--- src/core/pio_pkg.sv ---
`default_nettype none
package pio_pkg;
	// ----------------------------------------
	// Sizes
	// ----------------------------------------
	localparam int NUM_PINS = 16;
	localparam int SIG_W = 4;
	localparam int NUM_CHAN = 4;
	localparam int ADC_W = 10;
	localparam int AOUT_W = 16;
	localparam int ADDR_W = 8;
	// ----------------------------------------
	// Register byte offsets
	// ----------------------------------------
	localparam logic [7:0] REG_SIG = 8'h00;
	localparam logic [7:0] REG_FUNC = 8'h04;
	localparam logic [7:0] REG_SUB = 8'h08;
	localparam logic [7:0] REG_VAL = 8'h0c;
	localparam logic [7:0] REG_CHAN = 8'h10;
	localparam logic [7:0] REG_POL = 8'h14;
	localparam logic [7:0] REG_CMD = 8'h18;
	localparam logic [7:0] REG_RESULT = 8'h1c;
	localparam logic [7:0] REG_READ = 8'h20;
	localparam logic [7:0] REG_ISTAT = 8'h24;
	localparam logic [7:0] REG_IMASK = 8'h28;
	localparam logic [7:0] REG_SCALE = 8'h2c;
	localparam logic [7:0] REG_LEVELS = 8'h30;
	localparam logic [7:0] REG_BINDS = 8'h34;
	localparam logic [7:0] REG_NONE = 8'hff;
	// ----------------------------------------
	// Result codes
	// ----------------------------------------
	localparam logic [15:0] RES_OK = 16'h0000;
	localparam logic [15:0] RES_BAD_SIG = 16'h0001;
	localparam logic [15:0] RES_BAD_FUNC = 16'h0002;
	localparam logic [15:0] RES_BAD_SUB = 16'h0003;
	localparam logic [15:0] RES_BAD_CHAN = 16'h0004;
	localparam logic [15:0] RES_NOT_DIN = 16'h0005;
	localparam logic [15:0] RES_BAD_POL = 16'h0006;
	localparam logic [15:0] RES_BAD_CMD = 16'h0007;
	// ----------------------------------------
	// Sub-function fields and bus response codes
	// ----------------------------------------
	localparam logic [3:0] PULL_WEAK_DN = 4'h1;
	localparam logic [3:0] PULL_WEAK_UP = 4'h2;
	localparam logic [3:0] PULL_STRONG_DN = 4'h3;
	localparam logic [3:0] PULL_STRONG_UP = 4'h4;
	localparam logic [3:0] WAKE_FALL = 4'h1;
	localparam logic [3:0] WAKE_RISE = 4'h2;
	localparam logic [7:0] AIN_SUB_DEF = 8'h00;
	localparam logic [7:0] AIN_SUB_THIRD = 8'h13;
	localparam logic [7:0] AIN_SUB_UNITY = 8'h11;
	localparam logic [1:0] RESP_OKAY = 2'h0;
	localparam logic [1:0] RESP_SLVERR = 2'h2;
	// ----------------------------------------
	// Types
	// ----------------------------------------
	typedef enum logic [2:0] {
		FN_NONE = 3'b000,
		FN_DIN = 3'b001,
		FN_DOUT = 3'b010,
		FN_AIN = 3'b011,
		FN_AREF = 3'b100,
		FN_AOUT = 3'b101
	} pio_func_e;
	typedef enum logic [2:0] {
		CMD_NONE = 3'b000,
		CMD_SET_FUNC = 3'b001,
		CMD_WRITE = 3'b010,
		CMD_BIND = 3'b011,
		CMD_UNBIND = 3'b100
	} pio_cmd_e;
	typedef enum logic [1:0] {
		POL_RISE = 2'b00,
		POL_FALL = 2'b01,
		POL_BOTH = 2'b10
	} pio_pol_e;
	typedef enum logic [1:0] {
		SC_TWO_THIRDS = 2'b00,
		SC_THIRD = 2'b01,
		SC_UNITY = 2'b10
	} pio_scale_e;
	typedef struct packed {
		pio_func_e func;
		logic [7:0] sub;
		logic out_lvl;
	} pio_pin_cfg_s;
	typedef struct packed {
		logic en;
		logic [SIG_W-1:0] sig;
		pio_pol_e pol;
	} pio_chan_cfg_s;
endpackage
`default_nettype wire
--- src/core/pio_edge_chan.sv ---
`timescale 1ns/1ns
`default_nettype none
module pio_edge_chan (
	input wire logic aclk,
	input wire logic aresetn,
	input wire logic [pio_pkg::NUM_PINS-1:0] levels,
	input wire pio_pkg::pio_chan_cfg_s cfg,
	output logic pin_edge_event
);
	typedef struct packed {
		logic prev;
		logic armed;
		logic [pio_pkg::SIG_W-1:0] last_sig;
		logic pulse;
	} pio_chan_s;
	pio_chan_s s;
	pio_chan_s next_s;
	logic cur;
	logic rise;
	logic fall;
	// ----------------------------------------
	// Edge compare against previous sample
	// ----------------------------------------
	always_comb begin
		next_s = s;
		cur = levels[cfg.sig];
		rise = cur & ~s.prev;
		fall = ~cur & s.prev;
		next_s.pulse = 1'b0;
		if (cfg.en && s.armed && (cfg.sig == s.last_sig)) begin
			case (cfg.pol)
				pio_pkg::POL_RISE: next_s.pulse = rise;
				pio_pkg::POL_FALL: next_s.pulse = fall;
				pio_pkg::POL_BOTH: next_s.pulse = rise | fall;
				default: next_s.pulse = 1'b0;
			endcase
		end
		next_s.prev = cur;
		next_s.last_sig = cfg.sig;
		next_s.armed = cfg.en;
	end
	always_ff @(posedge aclk) begin
		if (!aresetn) begin
			s <= '0;
		end else begin
			s <= next_s;
		end
	end
	assign pin_edge_event = s.pulse;
endmodule
`default_nettype wire

--- src/core/pio_pin_io.sv ---
// Functional notes
// - Pin function select codes one to five
// - Digital input pull from low nibble
// - Digital input wake edge from nibble two
// - Digital output starts at chosen level
// - Analog input scaling shared by all
// - Read gives level, code, or zero
// - Write to bad pin changes nothing
// - Digital write: zero low, else high
// - Analog write passes value to pin
// - Four edge channels raise own events
// - Polarity rise, fall or both
// - Unbound channel raises no event
// - Commands other than write report result, zero is success
`timescale 1ns/1ns
`default_nettype none
module pio_pin_io (
	input wire logic aclk,
	input wire logic aresetn,
	input wire logic [pio_pkg::ADDR_W-1:0] s_axi_awaddr,
	input wire logic s_axi_awvalid,
	output logic s_axi_awready,
	input wire logic [31:0] s_axi_wdata,
	input wire logic [3:0] s_axi_wstrb,
	input wire logic s_axi_wvalid,
	output logic s_axi_wready,
	output logic [1:0] s_axi_bresp,
	output logic s_axi_bvalid,
	input wire logic s_axi_bready,
	input wire logic [pio_pkg::ADDR_W-1:0] s_axi_araddr,
	input wire logic s_axi_arvalid,
	output logic s_axi_arready,
	output logic [31:0] s_axi_rdata,
	output logic [1:0] s_axi_rresp,
	output logic s_axi_rvalid,
	input wire logic s_axi_rready,
	input wire logic [pio_pkg::NUM_PINS-1:0] pad_in,
	output logic [pio_pkg::NUM_PINS-1:0] pad_out,
	output logic [pio_pkg::NUM_PINS-1:0] pad_oe,
	output logic [pio_pkg::NUM_PINS-1:0] pull_down,
	output logic [pio_pkg::NUM_PINS-1:0] pull_up,
	output logic [pio_pkg::NUM_PINS-1:0] pull_strong,
	input wire logic sleep_mode,
	output logic wake_req,
	output logic [pio_pkg::SIG_W-1:0] adc_sel,
	input wire logic [pio_pkg::ADC_W-1:0] adc_code,
	output logic [1:0] adc_scale,
	output logic [pio_pkg::SIG_W-1:0] aout_sel,
	output logic [pio_pkg::AOUT_W-1:0] aout_value,
	output logic aout_load,
	output logic [pio_pkg::NUM_CHAN-1:0] pin_edge_event,
	output logic irq
);
	typedef struct packed {
		pio_pkg::pio_pin_cfg_s [pio_pkg::NUM_PINS-1:0] cfg;
		pio_pkg::pio_chan_cfg_s [pio_pkg::NUM_CHAN-1:0] chan;
		logic [7:0] arg_sig;
		logic [2:0] arg_func;
		logic [31:0] arg_sub;
		logic [31:0] arg_val;
		logic [7:0] arg_chan;
		logic [1:0] arg_pol;
		logic [15:0] result;
		pio_pkg::pio_scale_e scale;
		logic [pio_pkg::NUM_CHAN-1:0] int_status;
		logic [pio_pkg::NUM_CHAN-1:0] int_mask;
		logic irq;
		logic [pio_pkg::NUM_PINS-1:0] prev_lvl;
		logic wake;
		logic [pio_pkg::NUM_PINS-1:0] pad_out;
		logic [pio_pkg::NUM_PINS-1:0] pad_oe;
		logic [pio_pkg::NUM_PINS-1:0] pull_down;
		logic [pio_pkg::NUM_PINS-1:0] pull_up;
		logic [pio_pkg::NUM_PINS-1:0] pull_strong;
		logic [pio_pkg::SIG_W-1:0] aout_sel;
		logic [pio_pkg::AOUT_W-1:0] aout_value;
		logic aout_load;
		logic aw_hold;
		logic w_hold;
		logic [pio_pkg::ADDR_W-1:0] awaddr;
		logic [31:0] wdata;
		logic [3:0] wstrb;
		logic awready;
		logic wready;
		logic bvalid;
		logic [1:0] bresp;
		logic arready;
		logic rvalid;
		logic [31:0] rdata;
		logic [1:0] rresp;
	} pio_top_s;
	pio_top_s s;
	pio_top_s next_s;
	logic [pio_pkg::NUM_PINS-1:0] lvl;
	logic [pio_pkg::NUM_CHAN-1:0] evt;
	// ----------------------------------------
	// Helpers
	// ----------------------------------------
	function automatic logic [7:0] word_addr(input logic [pio_pkg::ADDR_W-1:0] a);
		logic [7:0] w;
		w = {a[7:2], 2'b00};
		if (w > pio_pkg::REG_BINDS) begin
			w = pio_pkg::REG_NONE;
		end
		return w;
	endfunction
	function automatic logic [31:0] merge(input logic [31:0] old, input logic [31:0] d,
		input logic [3:0] strb);
		logic [31:0] r;
		r = old;
		for (int b = 0; b < 4; b++) begin
			if (strb[b]) begin
				r[b*8 +: 8] = d[b*8 +: 8];
			end
		end
		return r;
	endfunction
	function automatic logic sub_ok(input pio_pkg::pio_func_e f, input logic [31:0] sub);
		logic ok;
		ok = 1'b1;
		case (f)
			pio_pkg::FN_DIN: ok = (sub[31:8] == 24'h000000);
			pio_pkg::FN_DOUT: ok = (sub[31:1] == 31'h00000000);
			pio_pkg::FN_AIN: ok = (sub == {24'h000000, pio_pkg::AIN_SUB_DEF})
				|| (sub == {24'h000000, pio_pkg::AIN_SUB_THIRD})
				|| (sub == {24'h000000, pio_pkg::AIN_SUB_UNITY});
			default: ok = 1'b1;
		endcase
		return ok;
	endfunction
	// ----------------------------------------
	// Pin synchronisers and edge channels
	// ----------------------------------------
	genvar gi;
	generate
		for (gi = 0; gi < pio_pkg::NUM_PINS; gi++) begin : g_sync
			pio_pin_sync u_sync (
				.aclk(aclk),
				.aresetn(aresetn),
				.pin(pad_in[gi]),
				.level(lvl[gi])
			);
		end
		for (gi = 0; gi < pio_pkg::NUM_CHAN; gi++) begin : g_chan
			pio_edge_chan u_chan (
				.aclk(aclk),
				.aresetn(aresetn),
				.levels(lvl),
				.cfg(s.chan[gi]),
				.pin_edge_event(evt[gi])
			);
		end
	endgenerate
	// ----------------------------------------
	// Next state
	// ----------------------------------------
	logic [7:0] wa;
	logic [7:0] ra;
	logic do_wr;
	logic sig_ok;
	logic chan_ok;
	logic [pio_pkg::SIG_W-1:0] sig;
	logic [1:0] ch;
	pio_pkg::pio_func_e fsel;
	logic [31:0] rd;
	always_comb begin
		next_s = s;
		wa = 8'h00;
		ra = 8'h00;
		do_wr = 1'b0;
		sig = s.arg_sig[pio_pkg::SIG_W-1:0];
		ch = s.arg_chan[1:0];
		sig_ok = (s.arg_sig < 8'(pio_pkg::NUM_PINS));
		chan_ok = (s.arg_chan < 8'(pio_pkg::NUM_CHAN));
		fsel = pio_pkg::pio_func_e'(s.arg_func);
		rd = 32'h00000000;
		next_s.aout_load = 1'b0;
		// Write channels taken in either order
		if (s_axi_awvalid && s.awready) begin
			next_s.aw_hold = 1'b1;
			next_s.awaddr = s_axi_awaddr;
		end
		if (s_axi_wvalid && s.wready) begin
			next_s.w_hold = 1'b1;
			next_s.wdata = s_axi_wdata;
			next_s.wstrb = s_axi_wstrb;
		end
		if (s.bvalid && s_axi_bready) begin
			next_s.bvalid = 1'b0;
		end
		do_wr = next_s.aw_hold && next_s.w_hold && !s.bvalid;
		if (do_wr) begin
			wa = word_addr(next_s.awaddr);
			next_s.aw_hold = 1'b0;
			next_s.w_hold = 1'b0;
			next_s.bvalid = 1'b1;
			next_s.bresp = pio_pkg::RESP_OKAY;
			case (wa)
				pio_pkg::REG_SIG: next_s.arg_sig = 8'(merge({24'h0, s.arg_sig},
					next_s.wdata, next_s.wstrb));
				pio_pkg::REG_FUNC: begin
					if (next_s.wstrb[0]) begin
						next_s.arg_func = next_s.wdata[2:0];
					end
				end
				pio_pkg::REG_SUB: next_s.arg_sub = merge(s.arg_sub, next_s.wdata,
					next_s.wstrb);
				pio_pkg::REG_VAL: next_s.arg_val = merge(s.arg_val, next_s.wdata,
					next_s.wstrb);
				pio_pkg::REG_CHAN: begin
					if (next_s.wstrb[0]) begin
						next_s.arg_chan = next_s.wdata[7:0];
					end
				end
				pio_pkg::REG_POL: begin
					if (next_s.wstrb[0]) begin
						next_s.arg_pol = next_s.wdata[1:0];
					end
				end
				pio_pkg::REG_CMD: begin
					if (next_s.wstrb[0]) begin
						case (pio_pkg::pio_cmd_e'(next_s.wdata[2:0]))
							pio_pkg::CMD_SET_FUNC: begin
								if (!sig_ok) begin
									next_s.result = pio_pkg::RES_BAD_SIG;
								end else if (fsel == pio_pkg::FN_NONE
									|| s.arg_func > 3'(pio_pkg::FN_AOUT)) begin
									next_s.result = pio_pkg::RES_BAD_FUNC;
								end else if (!sub_ok(fsel, s.arg_sub)) begin
									next_s.result = pio_pkg::RES_BAD_SUB;
								end else begin
									next_s.cfg[sig].func = fsel;
									next_s.cfg[sig].sub = s.arg_sub[7:0];
									if (fsel == pio_pkg::FN_DOUT) begin
										next_s.cfg[sig].out_lvl = s.arg_sub[0];
									end
									if (fsel == pio_pkg::FN_AIN) begin
										case (s.arg_sub[7:0])
											pio_pkg::AIN_SUB_THIRD: next_s.scale = pio_pkg::SC_THIRD;
											pio_pkg::AIN_SUB_UNITY: next_s.scale = pio_pkg::SC_UNITY;
											default: next_s.scale = pio_pkg::SC_TWO_THIRDS;
										endcase
									end
									next_s.result = pio_pkg::RES_OK;
								end
							end
							pio_pkg::CMD_WRITE: begin
								if (sig_ok) begin
									case (s.cfg[sig].func)
										pio_pkg::FN_DIN, pio_pkg::FN_DOUT: begin
											next_s.cfg[sig].out_lvl = |s.arg_val;
										end
										pio_pkg::FN_AIN, pio_pkg::FN_AREF, pio_pkg::FN_AOUT: begin
											next_s.aout_load = 1'b1;
											next_s.aout_sel = sig;
											next_s.aout_value = s.arg_val[pio_pkg::AOUT_W-1:0];
										end
										default: next_s.aout_load = 1'b0;
									endcase
								end
							end
							pio_pkg::CMD_BIND: begin
								if (!chan_ok) begin
									next_s.result = pio_pkg::RES_BAD_CHAN;
								end else if (!sig_ok) begin
									next_s.result = pio_pkg::RES_BAD_SIG;
								end else if (s.cfg[sig].func != pio_pkg::FN_DIN) begin
									next_s.result = pio_pkg::RES_NOT_DIN;
								end else if (s.arg_pol > 2'(pio_pkg::POL_BOTH)) begin
									next_s.result = pio_pkg::RES_BAD_POL;
								end else begin
									next_s.chan[ch].en = 1'b1;
									next_s.chan[ch].sig = sig;
									next_s.chan[ch].pol = pio_pkg::pio_pol_e'(s.arg_pol);
									next_s.result = pio_pkg::RES_OK;
								end
							end
							pio_pkg::CMD_UNBIND: begin
								if (!chan_ok) begin
									next_s.result = pio_pkg::RES_BAD_CHAN;
								end else begin
									next_s.chan[ch].en = 1'b0;
									next_s.result = pio_pkg::RES_OK;
								end
							end
							default: next_s.result = pio_pkg::RES_BAD_CMD;
						endcase
					end
				end
				pio_pkg::REG_ISTAT: begin
					if (next_s.wstrb[0]) begin
						next_s.int_status = s.int_status & ~next_s.wdata[3:0];
					end
				end
				pio_pkg::REG_IMASK: begin
					if (next_s.wstrb[0]) begin
						next_s.int_mask = next_s.wdata[3:0];
					end
				end
				pio_pkg::REG_RESULT, pio_pkg::REG_READ, pio_pkg::REG_SCALE,
				pio_pkg::REG_LEVELS, pio_pkg::REG_BINDS: next_s.bresp = pio_pkg::RESP_OKAY;
				default: next_s.bresp = pio_pkg::RESP_SLVERR;
			endcase
		end
		next_s.awready = !next_s.aw_hold && !next_s.bvalid;
		next_s.wready = !next_s.w_hold && !next_s.bvalid;
		// Events set after clears so a set wins
		next_s.int_status = next_s.int_status | evt;
		next_s.irq = |(next_s.int_status & next_s.int_mask);
		// Read channel
		if (s.rvalid && s_axi_rready) begin
			next_s.rvalid = 1'b0;
		end
		if (s_axi_arvalid && s.arready) begin
			ra = word_addr(s_axi_araddr);
			next_s.rresp = pio_pkg::RESP_OKAY;
			case (ra)
				pio_pkg::REG_SIG: rd = {24'h000000, s.arg_sig};
				pio_pkg::REG_FUNC: rd = {29'h00000000, s.arg_func};
				pio_pkg::REG_SUB: rd = s.arg_sub;
				pio_pkg::REG_VAL: rd = s.arg_val;
				pio_pkg::REG_CHAN: rd = {24'h000000, s.arg_chan};
				pio_pkg::REG_POL: rd = {30'h00000000, s.arg_pol};
				pio_pkg::REG_CMD: rd = 32'h00000000;
				pio_pkg::REG_RESULT: rd = {16'h0000, s.result};
				pio_pkg::REG_READ: begin
					if (sig_ok) begin
						case (s.cfg[sig].func)
							pio_pkg::FN_DIN, pio_pkg::FN_DOUT: rd = {31'h0, lvl[sig]};
							pio_pkg::FN_AIN: rd = {22'h000000, adc_code};
							default: rd = 32'h00000000;
						endcase
					end
				end
				pio_pkg::REG_ISTAT: rd = {28'h0000000, s.int_status};
				pio_pkg::REG_IMASK: rd = {28'h0000000, s.int_mask};
				pio_pkg::REG_SCALE: rd = {30'h00000000, s.scale};
				pio_pkg::REG_LEVELS: rd = {16'h0000, lvl};
				pio_pkg::REG_BINDS: begin
					for (int c = 0; c < pio_pkg::NUM_CHAN; c++) begin
						rd[c*8 +: 8] = {s.chan[c].en, s.chan[c].pol, 1'b0, s.chan[c].sig};
					end
				end
				default: next_s.rresp = pio_pkg::RESP_SLVERR;
			endcase
			next_s.rvalid = 1'b1;
			next_s.rdata = rd;
		end
		next_s.arready = !next_s.rvalid;
		// Pads, pulls and wake from pin configuration
		if (!sleep_mode) begin
			next_s.wake = 1'b0;
		end
		for (int i = 0; i < pio_pkg::NUM_PINS; i++) begin
			next_s.pad_oe[i] = (next_s.cfg[i].func == pio_pkg::FN_DOUT);
			next_s.pad_out[i] = next_s.cfg[i].out_lvl;
			next_s.pull_down[i] = 1'b0;
			next_s.pull_up[i] = 1'b0;
			next_s.pull_strong[i] = 1'b0;
			if (next_s.cfg[i].func == pio_pkg::FN_DIN) begin
				case (next_s.cfg[i].sub[3:0])
					pio_pkg::PULL_WEAK_DN: next_s.pull_down[i] = 1'b1;
					pio_pkg::PULL_WEAK_UP: next_s.pull_up[i] = 1'b1;
					pio_pkg::PULL_STRONG_DN: begin
						next_s.pull_down[i] = 1'b1;
						next_s.pull_strong[i] = 1'b1;
					end
					pio_pkg::PULL_STRONG_UP: begin
						next_s.pull_up[i] = 1'b1;
						next_s.pull_strong[i] = 1'b1;
					end
					default: next_s.pull_strong[i] = 1'b0;
				endcase
				if (sleep_mode) begin
					if (s.cfg[i].sub[7:4] == pio_pkg::WAKE_FALL && s.prev_lvl[i] && !lvl[i]) begin
						next_s.wake = 1'b1;
					end
					if (s.cfg[i].sub[7:4] == pio_pkg::WAKE_RISE && !s.prev_lvl[i] && lvl[i]) begin
						next_s.wake = 1'b1;
					end
				end
			end
		end
		next_s.prev_lvl = lvl;
	end
	// ----------------------------------------
	// State register
	// ----------------------------------------
	always_ff @(posedge aclk) begin
		if (!aresetn) begin
			s <= '0;
		end else begin
			s <= next_s;
		end
	end
	// ----------------------------------------
	// Outputs
	// ----------------------------------------
	assign s_axi_awready = s.awready;
	assign s_axi_wready = s.wready;
	assign s_axi_bresp = s.bresp;
	assign s_axi_bvalid = s.bvalid;
	assign s_axi_arready = s.arready;
	assign s_axi_rdata = s.rdata;
	assign s_axi_rresp = s.rresp;
	assign s_axi_rvalid = s.rvalid;
	assign pad_out = s.pad_out;
	assign pad_oe = s.pad_oe;
	assign pull_down = s.pull_down;
	assign pull_up = s.pull_up;
	assign pull_strong = s.pull_strong;
	assign wake_req = s.wake;
	assign adc_sel = s.arg_sig[pio_pkg::SIG_W-1:0];
	assign adc_scale = s.scale;
	assign aout_sel = s.aout_sel;
	assign aout_value = s.aout_value;
	assign aout_load = s.aout_load;
	assign pin_edge_event = evt;
	assign irq = s.irq;
endmodule
`default_nettype wire

--- src/core/pio_pin_sync.sv ---
`timescale 1ns/1ns
`default_nettype none
module pio_pin_sync (
	input wire logic aclk,
	input wire logic aresetn,
	input wire logic pin,
	output logic level
);
	typedef struct packed {
		logic s1;
		logic s2;
		logic s3;
		logic lvl;
	} pio_sync_s;
	pio_sync_s s;
	pio_sync_s next_s;
	// ----------------------------------------
	// Three stages, level moves when two and three agree
	// ----------------------------------------
	always_comb begin
		next_s = s;
		next_s.s1 = pin;
		next_s.s2 = s.s1;
		next_s.s3 = s.s2;
		if (s.s2 == s.s3) begin
			next_s.lvl = s.s3;
		end
	end
	always_ff @(posedge aclk) begin
		if (!aresetn) begin
			s <= '0;
		end else begin
			s <= next_s;
		end
	end
	assign level = s.lvl;
endmodule
`default_nettype wire

--- config.mk ---
export PLATFORM = sky130hd
export DESIGN_NAME = pio_pin_io
export DESIGN_NICKNAME = d
export VERILOG_FILES = /design/src/core/pio_pkg.sv /design/src/core/pio_edge_chan.sv /design/src/core/pio_pin_io.sv /design/src/core/pio_pin_sync.sv
export SDC_FILE = /design/constraint.sdc
export NUM_CORES = 1
export LEC_CHECK = 0
export ABC_CLOCK_PERIOD_IN_PS = 10100
export BUFFER_PORTS_ARGS = -buffer_cell sky130_fd_sc_hd__buf_2
export CORE_UTILIZATION = 64
export CTS_CLUSTER_SIZE = 24
export DETAILED_ROUTE_END_ITERATION = 6
export GPL_TIMING_DRIVEN = 0
export PLACE_DENSITY = 0.95
export SYNTH_ARGS = -nofsm -noshare
export SYNTH_HDL_FRONTEND = slang
export SYNTH_HIERARCHICAL = 1
export SYNTH_SLANG_ARGS = --single-unit
--- constraint.sdc ---
create_clock -name aclk -period 10.1 [get_ports aclk]
set_input_delay 2.02 -clock aclk [delete_from_list [all_inputs] [get_ports aclk]]
set_output_delay 2.02 -clock aclk [all_outputs]
set_load 0.1 [all_outputs]
==> metrics, run 1 <==
outcome complete, but fails checks; violated checks DRC; vias in the first global route about 23000; internal power 0.00380 W; Hold Crit Class reg -> reg; Sw Share 23.4%; initial antenna violation count 3; clock tree from TritonCTS built; Synth top area share a little under half; R2R Path Start adc_sel[1]$_SDFFE_PN0P_; Final Power between 0.004 and 0.005 W; CP Launch Type primary input; Syn Area/Cell around 8.8 um2; max-cap viol count 0; GPL Wtd Cong ~1.1; number of synthesized flops with an enable pin 0; Max Clock Freq 0.184 GHz; worst ir drop on vdd between 0.15 and 0.2 mV; Worst slew margin around 15%; CP top delay family simple AND/OR/NAND/NOR gates; die height 205 um; top post-synthesis cells by count 596 x dfxtp_1, 420 x nand2_1, 380 x nor2_1; post-synthesis sequential area ratio about 45%; Worst Setup Path Type in -> reg; CP Buf/Inv Count 3; r2r setup slk ~5.3 ns; sequential power share around half; design area between 30000 and 40000 um2; Setup Viol. Count Final 0; clock sinks about 600; fraction of synthesis flops using an asynchronous set or reset pin 0%; Worst Setup End Kind register; M1 GR Usage 49.0%; Distinct cells, synth 79; DP Wirelength ~61 mm; Iteration-0 DRC Markers about 3700; Avg WL per Cell roughly 22 um; fraction of final layout cells sized beyond drive strength 1 17.4%; Cell Rows 73; synthesized flop and latch total between 500 and 600; Vias/cell about 6.4; FF-to-FF path depth 11; met2 usage between 60 and 70%; Final Max Tran Viols 0; # resized after CTS 0; CTS Root Cell clkbuf_16; Worst Tran Pin Value about 1.3 ns; Die Width between 200 and 250 um; GRT Residual Overflow 0; Hold EP s_axi_awready$_SDFF_PN0_; DRT Pass-1 Iters 7; setup TNS 0 ns; Layout Nets around 3400; core area between 40000 and 50000 um2; largest net degree at the start of global routing between 90 and 100; fin crit period about 5.4 ns; P_leak ~12 nW; CP arrival roughly 5.9 ns; placed cell areas approximately 28000 um2; M3 GR Usage 12.7%; CTS Hold Bufs 0; top_reg_cell synth dfxtp_1; RSZ-0062 raised after global routing false; CTS buffer count 59; CP max stage cell nor3_1; worst skew pair latency between 0.6 and 0.7 ns; DRC 25; final worst path period share approximately 54%; vias after detailed routing 24775; synth-to-layout area growth 14.8%; ranking of synthesized cells by area dfxtp_1 45%, mux2i_1 6.4%, nand2_1 6.0%, nor2_1 5.4%, a21oi_1 4.4%; Routed Antenna Nets 0; Die ar. roughly 42000 um2; H-tree Lvls 2; mapped cell area 26200 um2; fin util about three quarters; synth warn 6; first-pass GRT wire length around 130 mm; I/O pin count 240; Starting Density between 60% and 70%; crit path cell chain buf_2 > nand2_1 > a31oi_1 > nor3_1 > nand4_1 > clkbuf_1 > nor3_1 > clkbuf_1 > nor4_1 > o21ai_0 > nor3b_1; Clock power frac between 40% and 50%; pwr dens about 160 nW/um2; Syn Inst Count roughly 3000; Comb pwr share around 5.1%; P_sw between 0.001 and 0.0015 W; critical path required time 10.58 ns; most frequent cell after synthesis dfxtp_1; drt total wl 86.7 mm; worst hold start s[86]$_SDFF_PN0_; GRT Total Usage 40.7%; port buffer count approximately 230; cell count of the worst hold path 1; post-CTS setup buffer count 0; final hold violation count 0; final clock skew approximately 0.027 ns; reg2reg end pad_out[4]$_SDFFE_PN0P_; Critical Path Max Stage Delay ~0.72 ns; CTS max path bufs 3; leading area contributor after synthesis dfxtp_1; busiest grt layer met2; largest fanout on the critical path 10; Clock transition at path regs around 0.060 ns
[flip-flops by register name, summed over array words and instances (netlist names), 2 cells and up]
signal	flops
adc_scale	2
aout_sel	4
pull_strong	16
pad_oe	16
g_chan.u_chan/s	24
g_sync.u_sync/s	16
aout_value	16
pull_up	16
g_chan.u_chan/pin_edge_event	4
fsel	3
ch	2
g_sync.u_sync/next_s	32
pad_out	15
g_sync.u_sync/level	16
s_axi_rdata	32
adc_sel	4
pull_down	16
s	352
[worst reg2reg max path, stage by stage (launching register included)]
cell	delay (ns)
dfxtp_1	0.60
clkbuf_1	0.51
mux4_2	0.40
mux4_2	0.62
xnor2_1	0.18
nor2_1	0.37
o21ai_0	0.22
nor4_2	0.85
clkbuf_1	0.48
nand2_1	0.15
a22oi_1	0.25
nor3_1	0.08
[worst max path at each step]
stage / startpoint / endpoint / slack (ns) / depth (start not counted)
final: s_axi_wvalid / pull_down[12]$_SDFF_PN0_ / 4.66 / 11
after global routing: s_axi_wvalid / pull_down[12]$_SDFF_PN0_ / 4.37 / 11
after CTS: s_axi_wvalid / pull_strong[12]$_SDFF_PN0_ / 4.89 / 11
after detailed placement: s_axi_awvalid / pull_down[12]$_SDFF_PN0_ / 4.30 / 12
after global placement: s_axi_awvalid / pull_down[12]$_SDFF_PN0_ / 4.36 / 12
after floorplan: s_axi_awvalid / wake_req$_SDFF_PN0_ / 5.49 / 11
[cell families after synthesis]
logic type	count (synthesis)	synth area share, %
buffers and inverters	342	7.15
AOI/OAI and AO/OA	525	12.3
DFF	596	45.5
and+or+nand+nor	1249	22.6
other	1	0.0143
adders and majority gates	8	0.381
muxes	229	10.9
xor gates and xnor gates	36	1.20
[routing by layer]
metal | wire length, um | share of wire (%) | vias up
met3 | 12200 | 14 | 527
met5 | 0 | 0 | -
met2 | 37100 | 43 | 1976
met1 | 30500 | 35 | 11422
li1 | - | - | 10850
met4 | 6880 | 7.9 | 0
[layout make-up]
cell class,count,area [um2]
Multi-Input combinational cell,2049,12400
Sequential cell,596,11900
Fill cell,2694,9980
Buffer,324,1810
Clock buffer,85,1730
Timing Repair Buffer,232,1160
Tap cell,525,657
Clock inverter,23,318
Inverter,18,67.6
Antenna cell,3,7.51
[layout by cell type (no fill, tap or decap), types with 10 or more instances in the layout]
master     count
mux4_2        22
nor4bb_1      32
dfxtp_1      596
a222oi_1      24
nand4_1       13
a211oi_1      72
and2_1        86
mux2i_1      168
mux2_2        19
nand3_1       38
o21ai_1       19
buf_2        248
clkbuf_16     60
nor2_1       380
nor3b_1       16
a21oi_1      229
o22ai_1       11
nand2_1      420
buf_4        143
clkinv_2      10
inv_1         17
xnor2_1       28
a22oi_1       16
nor2b_1       15
and2_2        20
o21ai_0       77
nor4_1        30
nor3_1       111
clkbuf_1     164
nand2b_1      24
mux4_1        16
nand3b_1      18
a21boi_1      16
a31oi_1       10
clkbuf_8      13
[power by group through the flow]
stage | combinational (W) | sequential (W) | clock, W
after detailed placement | 0.000240 | 0.00244 | 0
after global placement | 0.000237 | 0.00244 | 0
after global routing | 0.000259 | 0.00239 | 0.00241
final | 0.000251 | 0.00239 | 0.00232
after CTS | 0.000242 | 0.00239 | 0.00231
after floorplan | 0.000147 | 0.00245 | 0
[through the flow]
| stage | instances | hold WS (ns) | worst slack, ns |
|---|---|---|---|
| 3_3_place_gp | 3744 | 0.409 | 4.36 |
| 5_1_grt | 3855 | 0.433 | 4.37 |
| 4_1_cts | 3852 | 0.425 | 4.89 |
| 6_report | 3855 | 0.419 | 4.66 |
| 3_5_place_dp | 3744 | 0.412 | 4.30 |
| 2_1_floorplan | 2987 | 0.400 | 5.49 |
Power figures use the tool's default switching activity.
==> run 2: changes to the inputs <==
- ABC_CLOCK_PERIOD_IN_PS: 10100 -> 5270
- CORE_UTILIZATION: 64 -> 60
- PLACE_DENSITY: 0.95 -> 0.9
- clock period: 10.1 -> 5.27 ns (I/O delays scaled with it)
==> metrics, run 2 (synthesis gave the netlist of run 1 again) <==
Max Clock Freq ~0.22 GHz; Worst Setup Path Type reg -> reg; Worst Tran Pin Value about 1.3 ns; largest register by flop count s; critical path required time just under 6 ns; P_leak about 12 nW; clock tree from TritonCTS built; CP arrival 5.17 ns; max-cap viol count 0; CTS Hold Bufs 0; met2 usage between 50% and 60%; Worst slew margin 14.1%; I/O pin count 240; GRT Total Usage 38.0%; crit path cell chain clkbuf_1 > mux4_2 > mux4_2 > xnor2_1 > nor2_1 > o21ai_0 > nor4_2 > clkbuf_1 > nand2_1 > a22oi_1 > nor3_1; post-CTS setup buffer count 0; Critical Path Max Stage Delay around 0.89 ns; core area 43100 um2; Layout Nets 3373; DP Wirelength 61.6 mm; CP Launch Type register; max FFs per register roughly 350; fraction of final layout cells sized beyond drive strength 1 about 17%; Placed Cells approximately 3800; drt total wl 86.2 mm; M3 GR Usage roughly 10%; GPL Wtd Cong between 1 and 1.5; footprint of the multi-input gates between 10000 and 15000 um2; CTS Root Cell clkbuf_16; clock sinks between 500 and 600; outcome complete, but fails checks; largest fanout on the critical path 10; vias in the first global route 22785; commonest non-fill, non-tap cell in the layout dfxtp_1; non-filler cells, final 3913; worst ir drop on vdd 0.321 mV; Setup Viol. Count Final 0; DRT Pass-1 Iters 7; port buffer count 232; Starting Density between 60 and 70%; Avg WL per Cell roughly 22 um; Routed Antenna Nets 0; busiest grt layer met2; CP max stage cell nor4_2; DRC 2; Die ar. about 45000 um2; Vias/cell ~6.2; CTS max path bufs 3; GRT Residual Overflow 0; Die Width about 210 um; pwr dens approximately 310 nW/um2; RSZ-0062 raised after global routing false; initial antenna violation count 4; violated checks DRC; setup TNS 0 ns; Hold Crit Class reg -> reg; Worst Setup End Kind register; final hold violation count 0; fillers between 3000 and 4000; first-pass GRT wire length around 130 mm; largest net degree at the start of global routing between 90 and 100; Final Max Tran Viols 0; final clock skew between 0.03 and 0.04 ns; synth-to-layout area growth 15.0%; Iteration-0 DRC Markers a little over 3000; worst skew pair latency ~0.65 ns; fin crit period ~4.6 ns; # resized after CTS 0; final worst path period share ~90%; vias after detailed routing about 24000; most frequent cells in the layout 596 x dfxtp_1, 420 x nand2_1, 380 x nor2_1; H-tree Lvls 2; Sequential Area about 12000 um2; die height ~210 um; M1 GR Usage between 40 and 50%; Cell Rows 76; Final Power about 0.0095 W; CTS buffer count between 50 and 60; Clock transition at path regs roughly 0.070 ns
==> run 2: changes by cell type in the layout (fill, tap and decap cells not counted) <==
cell        previous run  this run
clkbuf_16             60        59
clkbuf_8              13        11
clkinv_8               1         0
inv_16                 0         1
clkinv_2              10        11
clkinvlp_4             2         1
bufinv_16              7         8
==> run 2: where the power goes <==
part / total (W) / internal (W) / switching [W]
clock: 0.00443 / 0.00260 / 0.00183
sequential: 0.00458 / 0.00455 / 0.0000241
combinational: 0.000478 / 0.000118 / 0.000360
==> run 2: final cells by class <==
cell class,count,share of cell area [%]
antenna,3,0.0249
buffer,324,5.99
clock buffer,82,5.54
clock inverter,24,1.16
inverter,18,0.224
multi-input combinational,2049,41.2
sequential,596,39.5
tap,585,2.43
timing repair buffer,232,3.86
==> run 2: path summary, 6_finish.rpt <==
kind | from | end | slack (ns) | depth (start not counted)
worst max-delay path | adc_sel[1]$_SDFFE_PN0P_ | pad_out[4]$_SDFFE_PN0P_ | 0.63 | 11
worst min register to register | g_sync[7].u_sync/next_s[2]$_SDFF_PN0_ | g_sync[7].u_sync/next_s[1]$_SDFF_PN0_ | 0.42 | 1
worst max register to register | adc_sel[1]$_SDFFE_PN0P_ | pad_out[4]$_SDFFE_PN0P_ | 0.63 | 11
worst min-delay path | g_sync[7].u_sync/next_s[2]$_SDFF_PN0_ | g_sync[7].u_sync/next_s[1]$_SDFF_PN0_ | 0.42 | 1
==> run 2: worst max-delay path: cells and delay by family (launching register included) <==
family	cells	cell delay (ns)
mux	2	1.02
buf+inv	2	0.92
xor+xnor	1	0.17
simple gates	4	1.40
flops	1	0.61
compound gates	2	0.39
==> run 2: stage by stage <==
step                cell area (um2)  util, %  hold slack (ns)  worst slack [ns]
floorplan                     26300        -            0.400              1.56
global placement              28100     65.3            0.407             0.325
detailed placement            28100     65.3            0.412             0.297
CTS                           30200     70.0            0.423             0.788
global route                  30200     70.0            0.442             0.498
finish                        30200     70.1            0.421             0.634
==> run 2: per-layer routing <==
metal,wire [um],vias up
met2,37100,1778
met4,6000,2
met3,11100,426
met5,17,-
li1,-,10853
met1,32000,11389
